==> config.mk <==
export PLATFORM = sky130hd
export DESIGN_NAME = bmau_unit
export DESIGN_NICKNAME = d
export VERILOG_FILES = /design/src/hw/bmau_pkg.sv /design/src/hw/bmau_unit.sv
export VERILOG_INCLUDE_DIRS = /design/src /design/src/hw
export SDC_FILE = /design/constraint.sdc
export NUM_CORES = 1
export LEC_CHECK = 0
export ABC_AREA = 1
export BUFFER_PORTS_ARGS = -buffer_cell sky130_fd_sc_hd__buf_4
export CAP_MARGIN = 20
export CORE_AREA = 10 10 252 254
export DETAILED_ROUTE_END_ITERATION = 8
export DIE_AREA = 0 0 262 264
export PLACE_DENSITY_LB_ADDON = 0.25
export SYNTH_ARGS = -nofsm -noshare
export SYNTH_HDL_FRONTEND = slang
export SYNTH_SLANG_ARGS = --single-unit
export TNS_END_PERCENT = 100
==> constraint.sdc <==
create_clock -name ref_clk -period 30.9 [get_ports ref_clk]
set_clock_uncertainty 0.05 [all_clocks]
set_input_delay 4.635 -clock ref_clk [delete_from_list [all_inputs] [get_ports ref_clk]]
set_output_delay 4.635 -clock ref_clk [all_outputs]
set_load 0.005 [all_outputs]
==> src/hw/bmau_cfg.svh <==
// constants of the bcd mantissa arithmetic unit
`ifndef BMAU_CFG_SVH
`define BMAU_CFG_SVH
`define BMAU_ADDR_W 4
`define BMAU_DATA_W 32
`define BMAU_WORD_W 16
`define BMAU_DIGITS 12
`define BMAU_MANT_W 48
`define BMAU_IRQ_W 2
`define BMAU_REG_OP1_EXP 4'h0
`define BMAU_REG_OP1_MHI 4'h1
`define BMAU_REG_OP1_MMID 4'h2
`define BMAU_REG_OP1_MLO 4'h3
`define BMAU_REG_OP2_EXP 4'h4
`define BMAU_REG_OP2_MHI 4'h5
`define BMAU_REG_OP2_MMID 4'h6
`define BMAU_REG_OP2_MLO 4'h7
`define BMAU_REG_ACC_A 4'h8
`define BMAU_REG_ACC_B 4'h9
`define BMAU_REG_CMD 4'hA
`define BMAU_REG_IRQ_STAT 4'hB
`define BMAU_REG_IRQ_MASK 4'hC
`define BMAU_MANT_HI 47:32
`define BMAU_MANT_MID 31:16
`define BMAU_MANT_LO 15:0
`define BMAU_NIBBLE 3:0
`define BMAU_CMD_FIELD 2:0
`define BMAU_IRQ_FIELD 1:0
`define BMAU_IRQ_DONE 0
`define BMAU_IRQ_CARRY 1
`define BMAU_DIGIT_MAX 4'h9
`define BMAU_DIGIT_ADJ 5'h06
`define BMAU_NIB_ONE 4'h1
`define BMAU_NIB_FULL 4'hF
`define BMAU_MUL_STEPS 4'hF
`endif

==> src/hw/bmau_pkg.sv <==
// types of the bcd mantissa arithmetic unit
`include "bmau_cfg.svh"
package bmau_pkg;
  typedef enum logic [2:0] {
    BMAU_OP_NONE = 3'h0,
    BMAU_COMPLEMENT_SECOND_OPERAND = 3'h1,
    BMAU_CLEAR_DECIMAL_CARRY = 3'h2,
    BMAU_FIXED_POINT_ADD = 3'h3,
    BMAU_MANTISSA_WORD_ADD = 3'h4,
    BMAU_FAST_MULTIPLY_STEP = 3'h5,
    BMAU_SIGNED_BINARY_MULTIPLY = 3'h6,
    BMAU_FAST_DIVIDE_STEP = 3'h7
  } bmau_op_t;
  typedef enum logic [2:0] {
    BMAU_ST_IDLE = 3'b001,
    BMAU_ST_BCD = 3'b010,
    BMAU_ST_MUL = 3'b100
  } bmau_state_t;
  typedef struct packed {
    logic [`BMAU_WORD_W-1:0] sign_exp;
    logic [`BMAU_MANT_W-1:0] mant;
  } bmau_operand_t;
  typedef struct packed {
    logic [`BMAU_ADDR_W-1:0] addr;
    logic rd;
    logic wr;
    logic [`BMAU_DATA_W-1:0] wdata;
  } bmau_bus_req_t;
endpackage

==> src/hw/bmau_unit.sv <==
// bcd mantissa arithmetic unit with avalon-mm register slave
`timescale 1ns/1ps
`default_nettype none
`include "bmau_cfg.svh"

// one decimal digit adder, optional nine's complement of operand a
module bmau_bcd_digit (
  input wire logic [3:0] a,
  input wire logic [3:0] b,
  input wire logic inv_a,
  input wire logic cin,
  output logic [3:0] s,
  output logic cout
);
  logic [3:0] a_eff;
  logic [4:0] raw;
  logic [4:0] adj;

  // nine's complement then binary add, decimal correction above nine
  assign a_eff = inv_a ? (`BMAU_DIGIT_MAX - a) : a;
  assign raw = {1'b0, a_eff} + {1'b0, b} + {4'h0, cin};
  assign cout = raw > {1'b0, `BMAU_DIGIT_MAX};
  assign adj = raw + `BMAU_DIGIT_ADJ;
  assign s = cout ? adj[3:0] : raw[3:0];
endmodule

module bmau_unit (
  input wire logic ref_clk,
  input wire logic rst_n,
  input wire logic [`BMAU_ADDR_W-1:0] avs_address,
  input wire logic avs_read,
  input wire logic avs_write,
  input wire logic [`BMAU_DATA_W-1:0] avs_writedata,
  output logic [`BMAU_DATA_W-1:0] avs_readdata,
  output logic avs_waitrequest,
  output logic irq
);
  bmau_pkg::bmau_state_t state_r;
  bmau_pkg::bmau_state_t state_nxt;
  bmau_pkg::bmau_op_t op_r;
  bmau_pkg::bmau_op_t op_nxt;
  bmau_pkg::bmau_op_t cmd_op;
  bmau_pkg::bmau_operand_t op1_r;
  bmau_pkg::bmau_operand_t op1_nxt;
  bmau_pkg::bmau_operand_t op2_r;
  bmau_pkg::bmau_operand_t op2_nxt;
  bmau_pkg::bmau_bus_req_t req;
  logic dc_r;
  logic dc_nxt;
  logic [`BMAU_WORD_W-1:0] acc_a_r;
  logic [`BMAU_WORD_W-1:0] acc_a_nxt;
  logic [`BMAU_WORD_W-1:0] acc_b_r;
  logic [`BMAU_WORD_W-1:0] acc_b_nxt;
  logic [`BMAU_WORD_W-1:0] mcand_r;
  logic [`BMAU_WORD_W-1:0] mcand_nxt;
  logic [2*`BMAU_WORD_W:0] mul_r;
  logic [2*`BMAU_WORD_W:0] mul_nxt;
  logic [3:0] rep_r;
  logic [3:0] rep_nxt;
  logic [3:0] cnt_r;
  logic [3:0] cnt_nxt;
  logic [`BMAU_IRQ_W-1:0] irq_stat_r;
  logic [`BMAU_IRQ_W-1:0] irq_mask_r;
  logic [`BMAU_IRQ_W-1:0] irq_set;
  logic rd_ack_r;
  logic [`BMAU_DATA_W-1:0] readdata_r;
  logic [`BMAU_DATA_W-1:0] rd_mux;
  logic [`BMAU_WORD_W-1:0] wdata16;
  logic busy;
  logic wr_take;
  logic rd_take;
  logic rd_launch;
  logic done_ev;
  logic sel_op1_exp;
  logic sel_op1_mhi;
  logic sel_op1_mmid;
  logic sel_op1_mlo;
  logic sel_op2_exp;
  logic sel_op2_mhi;
  logic sel_op2_mmid;
  logic sel_op2_mlo;
  logic sel_acc_a;
  logic sel_acc_b;
  logic sel_cmd;
  logic sel_irq_stat;
  logic sel_irq_mask;
  logic [`BMAU_MANT_W-1:0] add_a;
  logic [`BMAU_MANT_W-1:0] add_b;
  logic add_inv;
  logic add_cin;
  logic [`BMAU_MANT_W-1:0] sum;
  logic [`BMAU_DIGITS:0] carry;
  logic sum_ovf;
  logic [3:0] fmp_cnt;
  logic [3:0] fdv_cnt;
  logic [`BMAU_WORD_W:0] booth_sum;
  logic [`BMAU_WORD_W:0] mcand_ext;

  // bus request bundle and address decode
  assign req = '{addr: avs_address, rd: avs_read, wr: avs_write, wdata: avs_writedata};
  assign wdata16 = req.wdata[`BMAU_WORD_W-1:0];
  assign cmd_op = bmau_pkg::bmau_op_t'(req.wdata[`BMAU_CMD_FIELD]);
  assign sel_op1_exp = req.addr == `BMAU_REG_OP1_EXP;
  assign sel_op1_mhi = req.addr == `BMAU_REG_OP1_MHI;
  assign sel_op1_mmid = req.addr == `BMAU_REG_OP1_MMID;
  assign sel_op1_mlo = req.addr == `BMAU_REG_OP1_MLO;
  assign sel_op2_exp = req.addr == `BMAU_REG_OP2_EXP;
  assign sel_op2_mhi = req.addr == `BMAU_REG_OP2_MHI;
  assign sel_op2_mmid = req.addr == `BMAU_REG_OP2_MMID;
  assign sel_op2_mlo = req.addr == `BMAU_REG_OP2_MLO;
  assign sel_acc_a = req.addr == `BMAU_REG_ACC_A;
  assign sel_acc_b = req.addr == `BMAU_REG_ACC_B;
  assign sel_cmd = req.addr == `BMAU_REG_CMD;
  assign sel_irq_stat = req.addr == `BMAU_REG_IRQ_STAT;
  assign sel_irq_mask = req.addr == `BMAU_REG_IRQ_MASK;

  // handshake: stall everything while busy, reads take one extra cycle
  assign busy = state_r != bmau_pkg::BMAU_ST_IDLE;
  assign wr_take = req.wr & ~busy;
  assign rd_launch = req.rd & ~busy & ~rd_ack_r;
  assign rd_take = req.rd & rd_ack_r;
  assign avs_waitrequest = busy | (req.rd & ~rd_ack_r);
  assign avs_readdata = readdata_r;

  // read mux, unmapped words read zero
  always_comb begin
    rd_mux = '0;
    case (1'b1)
      sel_op1_exp: rd_mux[`BMAU_WORD_W-1:0] = op1_r.sign_exp;
      sel_op1_mhi: rd_mux[`BMAU_WORD_W-1:0] = op1_r.mant[`BMAU_MANT_HI];
      sel_op1_mmid: rd_mux[`BMAU_WORD_W-1:0] = op1_r.mant[`BMAU_MANT_MID];
      sel_op1_mlo: rd_mux[`BMAU_WORD_W-1:0] = op1_r.mant[`BMAU_MANT_LO];
      sel_op2_exp: rd_mux[`BMAU_WORD_W-1:0] = op2_r.sign_exp;
      sel_op2_mhi: rd_mux[`BMAU_WORD_W-1:0] = op2_r.mant[`BMAU_MANT_HI];
      sel_op2_mmid: rd_mux[`BMAU_WORD_W-1:0] = op2_r.mant[`BMAU_MANT_MID];
      sel_op2_mlo: rd_mux[`BMAU_WORD_W-1:0] = op2_r.mant[`BMAU_MANT_LO];
      sel_acc_a: rd_mux[`BMAU_WORD_W-1:0] = acc_a_r;
      sel_acc_b: rd_mux[`BMAU_WORD_W-1:0] = acc_b_r;
      sel_cmd: rd_mux[1:0] = {busy, dc_r};
      sel_irq_stat: rd_mux[`BMAU_IRQ_FIELD] = irq_stat_r;
      sel_irq_mask: rd_mux[`BMAU_IRQ_FIELD] = irq_mask_r;
      default: rd_mux = '0;
    endcase
  end

  // adder operand selection per instruction
  always_comb begin
    add_a = op1_r.mant;
    add_b = op2_r.mant;
    add_inv = 1'b0;
    add_cin = dc_r; // carry enters at digit twelve
    case (op_r)
      bmau_pkg::BMAU_COMPLEMENT_SECOND_OPERAND: begin
        add_a = op2_r.mant; // nine's complement plus one
        add_b = '0;
        add_inv = 1'b1;
        add_cin = 1'b1;
      end
      bmau_pkg::BMAU_MANTISSA_WORD_ADD: begin
        add_a = {{(`BMAU_MANT_W-`BMAU_WORD_W){1'b0}}, acc_b_r}; // digits nine..twelve
      end
      default: begin
        add_a = op1_r.mant;
      end
    endcase
  end

  // twelve digit chain, digit twelve lowest, carry toward digit one
  assign carry[0] = add_cin;
  genvar gi;
  generate
    for (gi = 0; gi < `BMAU_DIGITS; gi = gi + 1) begin : g_dig
      bmau_bcd_digit u_dig (
        .a(add_a[4*gi+3:4*gi]),
        .b(add_b[4*gi+3:4*gi]),
        .inv_a(add_inv),
        .cin(carry[gi]),
        .s(sum[4*gi+3:4*gi]),
        .cout(carry[gi+1])
      );
    end
  endgenerate
  assign sum_ovf = carry[`BMAU_DIGITS];

  // counters for the repeated-add steps
  assign fmp_cnt = cnt_r + {3'h0, sum_ovf};
  assign fdv_cnt = cnt_r + `BMAU_NIB_ONE;

  // booth radix-2 step on sign-extended upper half
  assign mcand_ext = {mcand_r[`BMAU_WORD_W-1], mcand_r};
  always_comb begin
    booth_sum = {mul_r[2*`BMAU_WORD_W], mul_r[2*`BMAU_WORD_W:`BMAU_WORD_W+1]};
    case (mul_r[1:0])
      2'b01: booth_sum = booth_sum + mcand_ext;
      2'b10: booth_sum = booth_sum - mcand_ext;
      default: booth_sum = booth_sum;
    endcase
  end

  // sequencer and register next values
  always_comb begin
    state_nxt = state_r;
    op_nxt = op_r;
    op1_nxt = op1_r;
    op2_nxt = op2_r;
    dc_nxt = dc_r;
    acc_a_nxt = acc_a_r;
    acc_b_nxt = acc_b_r;
    mcand_nxt = mcand_r;
    mul_nxt = mul_r;
    rep_nxt = rep_r;
    cnt_nxt = cnt_r;
    done_ev = 1'b0;
    case (state_r)
      bmau_pkg::BMAU_ST_IDLE: begin
        if (wr_take & sel_op1_exp) op1_nxt.sign_exp = wdata16;
        if (wr_take & sel_op1_mhi) op1_nxt.mant[`BMAU_MANT_HI] = wdata16;
        if (wr_take & sel_op1_mmid) op1_nxt.mant[`BMAU_MANT_MID] = wdata16;
        if (wr_take & sel_op1_mlo) op1_nxt.mant[`BMAU_MANT_LO] = wdata16;
        if (wr_take & sel_op2_exp) op2_nxt.sign_exp = wdata16;
        if (wr_take & sel_op2_mhi) op2_nxt.mant[`BMAU_MANT_HI] = wdata16;
        if (wr_take & sel_op2_mmid) op2_nxt.mant[`BMAU_MANT_MID] = wdata16;
        if (wr_take & sel_op2_mlo) op2_nxt.mant[`BMAU_MANT_LO] = wdata16;
        if (wr_take & sel_acc_a) acc_a_nxt = wdata16;
        if (wr_take & sel_acc_b) acc_b_nxt = wdata16;
        if (wr_take & sel_cmd) begin
          op_nxt = cmd_op;
          cnt_nxt = '0;
          case (cmd_op)
            bmau_pkg::BMAU_CLEAR_DECIMAL_CARRY: begin
              dc_nxt = 1'b0; // nothing else moves
              done_ev = 1'b1;
            end
            bmau_pkg::BMAU_COMPLEMENT_SECOND_OPERAND,
            bmau_pkg::BMAU_FIXED_POINT_ADD,
            bmau_pkg::BMAU_MANTISSA_WORD_ADD,
            bmau_pkg::BMAU_FAST_DIVIDE_STEP: begin
              state_nxt = bmau_pkg::BMAU_ST_BCD;
            end
            bmau_pkg::BMAU_FAST_MULTIPLY_STEP: begin
              rep_nxt = acc_b_r[`BMAU_NIBBLE];
              if (acc_b_r[`BMAU_NIBBLE] == '0) begin
                acc_a_nxt = '0; // no adds, no overflows
                done_ev = 1'b1;
              end else begin
                state_nxt = bmau_pkg::BMAU_ST_BCD;
              end
            end
            bmau_pkg::BMAU_SIGNED_BINARY_MULTIPLY: begin
              mcand_nxt = acc_a_r;
              mul_nxt = {{`BMAU_WORD_W{1'b0}}, acc_b_r, 1'b0};
              rep_nxt = `BMAU_MUL_STEPS;
              state_nxt = bmau_pkg::BMAU_ST_MUL;
            end
            default: begin
              op_nxt = bmau_pkg::BMAU_OP_NONE;
            end
          endcase
        end
      end
      bmau_pkg::BMAU_ST_BCD: begin
        op2_nxt.mant = sum; // sign and exponent word untouched
        dc_nxt = sum_ovf; // overflow out of digit one
        case (op_r)
          bmau_pkg::BMAU_COMPLEMENT_SECOND_OPERAND: begin
            dc_nxt = 1'b0;
            done_ev = 1'b1;
            state_nxt = bmau_pkg::BMAU_ST_IDLE;
          end
          bmau_pkg::BMAU_FAST_MULTIPLY_STEP: begin
            cnt_nxt = fmp_cnt; // one add per cycle, counting overflows
            rep_nxt = rep_r - `BMAU_NIB_ONE;
            if (rep_r == `BMAU_NIB_ONE) begin
              acc_a_nxt = {{(`BMAU_WORD_W-4){1'b0}}, fmp_cnt};
              done_ev = 1'b1;
              state_nxt = bmau_pkg::BMAU_ST_IDLE;
            end
          end
          bmau_pkg::BMAU_FAST_DIVIDE_STEP: begin
            dc_nxt = 1'b0;
            cnt_nxt = fdv_cnt; // add until the first overflow or the fifteenth add
            if (sum_ovf | (fdv_cnt == `BMAU_NIB_FULL)) begin
              acc_b_nxt = '0;
              acc_b_nxt[`BMAU_NIBBLE] = sum_ovf ? cnt_r : fdv_cnt;
              done_ev = 1'b1;
              state_nxt = bmau_pkg::BMAU_ST_IDLE;
            end
          end
          default: begin
            done_ev = 1'b1; // single add, fixed-point or word
            state_nxt = bmau_pkg::BMAU_ST_IDLE;
          end
        endcase
      end
      bmau_pkg::BMAU_ST_MUL: begin
        mul_nxt = {booth_sum, mul_r[`BMAU_WORD_W:1]};
        rep_nxt = rep_r - `BMAU_NIB_ONE;
        if (rep_r == '0) begin
          acc_b_nxt = booth_sum[`BMAU_WORD_W:1]; // sign and upper half
          acc_a_nxt = {booth_sum[0], mul_r[`BMAU_WORD_W:2]}; // lower half
          done_ev = 1'b1;
          state_nxt = bmau_pkg::BMAU_ST_IDLE;
        end
      end
      default: begin
        state_nxt = bmau_pkg::BMAU_ST_IDLE;
      end
    endcase
  end

  // interrupt events: completion and carry left set
  assign irq_set[`BMAU_IRQ_DONE] = done_ev;
  assign irq_set[`BMAU_IRQ_CARRY] = done_ev & dc_nxt;
  assign irq = |(irq_stat_r & irq_mask_r);

  // sequencer state
  always_ff @(posedge ref_clk or negedge rst_n) begin
    if (!rst_n) begin
      state_r <= bmau_pkg::BMAU_ST_IDLE;
      op_r <= bmau_pkg::BMAU_OP_NONE;
      rep_r <= '0;
      cnt_r <= '0;
    end else begin
      state_r <= state_nxt;
      op_r <= op_nxt;
      rep_r <= rep_nxt;
      cnt_r <= cnt_nxt;
    end
  end

  // operand and accumulator registers
  always_ff @(posedge ref_clk or negedge rst_n) begin
    if (!rst_n) begin
      op1_r <= '0;
      op2_r <= '0;
      dc_r <= 1'b0;
      acc_a_r <= '0;
      acc_b_r <= '0;
    end else begin
      op1_r <= op1_nxt;
      op2_r <= op2_nxt;
      dc_r <= dc_nxt;
      acc_a_r <= acc_a_nxt;
      acc_b_r <= acc_b_nxt;
    end
  end

  // booth working registers
  always_ff @(posedge ref_clk or negedge rst_n) begin
    if (!rst_n) begin
      mcand_r <= '0;
      mul_r <= '0;
    end else begin
      mcand_r <= mcand_nxt;
      mul_r <= mul_nxt;
    end
  end

  // read pipeline: data captured at the same edge that drops waitrequest
  always_ff @(posedge ref_clk or negedge rst_n) begin
    if (!rst_n) begin
      rd_ack_r <= 1'b0;
      readdata_r <= '0;
    end else begin
      rd_ack_r <= rd_launch;
      if (rd_launch) readdata_r <= rd_mux;
    end
  end

  // sticky status cleared by its read, a new event wins; mask by write
  always_ff @(posedge ref_clk or negedge rst_n) begin
    if (!rst_n) begin
      irq_stat_r <= '0;
      irq_mask_r <= '0;
    end else begin
      irq_stat_r <= (rd_take & sel_irq_stat) ? irq_set : (irq_stat_r | irq_set);
      if (wr_take & sel_irq_mask) irq_mask_r <= req.wdata[`BMAU_IRQ_FIELD];
    end
  end
endmodule
`default_nettype wire

==> key figures <==
Finish
  – Register area: 6130 um^2
  – ANT cells: 0
  – Layout area overhead: 12.0%
  – Footprint of the multi-input gates: 9550 um^2
  – Layout cells sized above 1: 5.91%
  – Fin util: 33.2%
  – Fill cells: 6255
  – Fin nets: 2580

Worst setup path
  – Crit. Startpoint: op_r[1]
  – Setup slack, reg-to-reg: 3.48 ns
  – Req. time, crit path: 31.30 ns
  – Max stage delay on crit path: 0.84 ns
  – Reg2Reg Depth: 128
  – CP Capture Point: acc_a_r[3]
  – Buf/Inv on CP: 33
  – Cell family with most CP delay: adder cells
  – Worst r2r dst: acc_a_r[3]
  – Crit path launch type: register
  – Crit path kind: reg2reg
  – CP Depth: 128
  – FF-to-FF Start: op_r[1]
  – Crit end category: register
  – Slowest cell on the critical path: a21boi_0
  – CP most frequent cell: inv_1
  – Worst Path Max Fanout: 56
  – CP arrival: 27.82 ns

Logic synthesis
  – Number of distinct library cells after synthesis: 53
  – EDFF count, synth: 0
  – Synth Instances: 2414
  – Post-synthesis mux area share: 0.0649%
  – Synth Area in Adders: 9.88%
  – Compound-Gate Fraction of Synth Area: 18.1%
  – Post-synthesis cell area: 17300 um^2
  – Syn Area/Cell: 7.19 um^2
  – Simple-gate area share of the yosys netlist: 23.4%
  – Post-synthesis sequential area ratio: 35.3%
  – Post-synth ARST share: 100%
  – Ys Warns: 0
  – #FFs+latches synth: 245
  – Xor and xnor area share after synthesis: 3.13%
  – Largest family of logic cells by synthesized area: simple AND/OR/NAND/NOR gates
  – Post-synth top flop: dfrtp_1

Run status
  – Status: finished, final reports clean

Clocking
  – Post-cts hold buffer count: 0
  – CTS Buf Count: 31
  – Sink Count: 245
  – Clk Latency, worst-skew pair: 0.59 ns
  – Clock Pin Slew Worst Setup and Hold Paths: 0.06 ns
  – TritonCTS clock tree: yes
  – Max clock buf depth: 3
  – Post-CTS sizing: 0
  – CTS Root Buffer Type: clkbuf_16
  – H-tree depth: 1
  – Post-CTS Setup Bufs: 0

Die
  – Core footprint: 58500 um^2
  – Cell Rows: 89
  – Die H: 264 um
  – Die W: 262 um
  – # IOs: 74
  – DIE AREA: 69200 um^2
  – Initial Util: 29.7%

Routing
  – Iteration-0 DRC Markers: 1421
  – WL/cell: 18.7 um
  – Vias: 16.3k
  – Residual DRC count: 0
  – Via density per instance: 5.06
  – Drt pass-1 iters: 5
  – Post-route ant nets: 0
  – Final WL: 60.1 mm

STA
  – Final worst path period need: 27.42 ns
  – Final Hold Slack: 0.432 ns
  – Final Hold Vio Count: 0
  – Final setup viols: 0
  – Max frequency: 0.0365 GHz
  – Sum of negative setup slack: 0 ns
  – Worst Tran Pin Value: 1.08 ns
  – Relative slew slack: 27.2%
  – RSZ-0062 raised after global routing: no
  – Slew Limit Fails: 0
  – Period utilization: 88.7%

Job
  – Max-capacitance violation count: 0

Global route
  – Largest net degree at the start of global routing: 116
  – Gr ovfl total: 0
  – Vias in the first global route: 15.5k
  – Total global-route track usage: 17.1%
  – Initial antenna violation count: 2
  – First-pass GRT wire length: 93.5 mm

Worst hold path
  – Hold Crit Start: avs_readdata[3]
  – Tightest Hold Check Type: reg2reg

Place
  – Placer congestion estimate: 0.887
  – I/O Buffers: 41
  – DP HPWL: 43.6 mm
[per-stage QoR]
step | cell area (um^2) | instances | setup slack (ns)
finish | 19400 | 3211 | 3.48
global route | 19400 | 3211 | 1.19
CTS | 19300 | 3208 | 3.57
detailed placement | 18300 | 3155 | 3.62
global placement | 18300 | 3154 | 4.17
floorplan | 17400 | 2429 | 8.85
[registers in the layout, summed over array words and instances (netlist names)]
| register | count |
|---|---|
| acc_b_r | 16 |
| op_r | 3 |
| irq_mask_r | 2 |
| dc_r | 1 |
| avs_readdata | 16 |
| op2_r | 64 |
| rd_ack_r | 1 |
| rep_r | 4 |
| acc_a_r | 16 |
| state_r | 3 |
| op1_r | 64 |
| cnt_r | 4 |
| irq_stat_r | 2 |
| mcand_r | 16 |
| mul_r | 33 |
[tightest hold or removal path, cell delays in order (launching register included)]
cell and delay, ns:
dfrtp_1 0.34, nand2_1 0.06, nand2_1 0.05
[layout make-up]
| cell class | instances | area share (%) |
|---|---|---|
| Sequential cell | 245 | 31.6 |
| Inverter | 331 | 6.41 |
| Clock buffer | 47 | 4.82 |
| Clock inverter | 6 | 0.309 |
| Multi-Input combinational cell | 1747 | 49.2 |
| Timing Repair Buffer | 62 | 2.76 |
| Tap cell | 773 | 4.98 |
[kinds of logic (layout without fill, tap and decap cells)]
family                     count (synthesis)  count (layout)
and+or+nand+nor                          987             987
other                                      1              16
adders and majority gates                122             122
DFF                                      245             245
xor gates and xnor gates                  62              62
muxes                                      1               1
AOI/OAI and AO/OA                        559             559
buffers and inverters                    437             446
[placed cells by master (no fill, tap or decap), types with 6 or more instances in the layout]
cell type  Yosys  routed
a31oi_1       28      28
dfrtp_1      244     244
o21bai_1       7       7
fa_1          25      25
a21oi_1      141     141
nor3_1         7       7
buf_4         18      57
o21ai_1       10      10
nand4_1       25      25
clkbuf_8       0      10
a22oi_1       10      10
clkbuf_1      61       6
nor2_1       190     186
nand3_1      108     108
nand2_1      629     629
a21o_1         7       7
o22ai_1       28      28
conb_1         1      16
xor2_1        37      37
a221oi_1       6       6
inv_2          7       8
ha_1          97      97
o221ai_1      13      13
o21ai_0      261     261
inv_1        320     319
o211ai_1      30      30
xnor2_1       25      25
clkbuf_16      0      31
[cell usage after synthesis, types with 13 or more instances]
cell	instances	share of area, %
o22ai_1	28	1.0
xnor2_1	25	1.3
ha_1	97	7.0
o211ai_1	30	1.3
clkbuf_1	61	1.3
fa_1	25	2.9
xor2_1	37	1.9
nand4_1	25	0.90
nand2_1	629	14
inv_1	320	6.9
a21oi_1	141	4.1
o21ai_0	261	7.5
nor2_1	190	4.1
a31oi_1	28	1.0
buf_1	15	0.32
dfrtp_1	244	35
buf_4	18	0.78
nand3_1	108	3.1
o221ai_1	13	0.66
[worst min-delay path by stage]
stage | endpoint | slack (ns) | cells past startpoint
after global routing | op2_r[62] | 0.46 | 2
after floorplan | op2_r[56] | 0.40 | 2
after CTS | op2_r[62] | 0.43 | 2
after global placement | op2_r[63] | 0.41 | 2
after detailed placement | acc_a_r[14] | 0.42 | 2
final | avs_readdata[3] | 0.43 | 2
[routing by layer]
metal | wire length (um) | global-route usage (%) | vias to the layer above | share of wire, %
met4 | 1330 | 3.87 | 0 | 2.2
met1 | 27700 | 24.0 | 7858 | 46
met5 | 0 | 0 | - | 0
met2 | 27600 | 27.5 | 470 | 46
met3 | 3530 | 2.10 | 79 | 5.9
li1 | - | - | 7855 | -
Power is left out: the tool's default activity adds up to more than one toggle a clock period on the data nets, which glitch-free logic cannot reach.
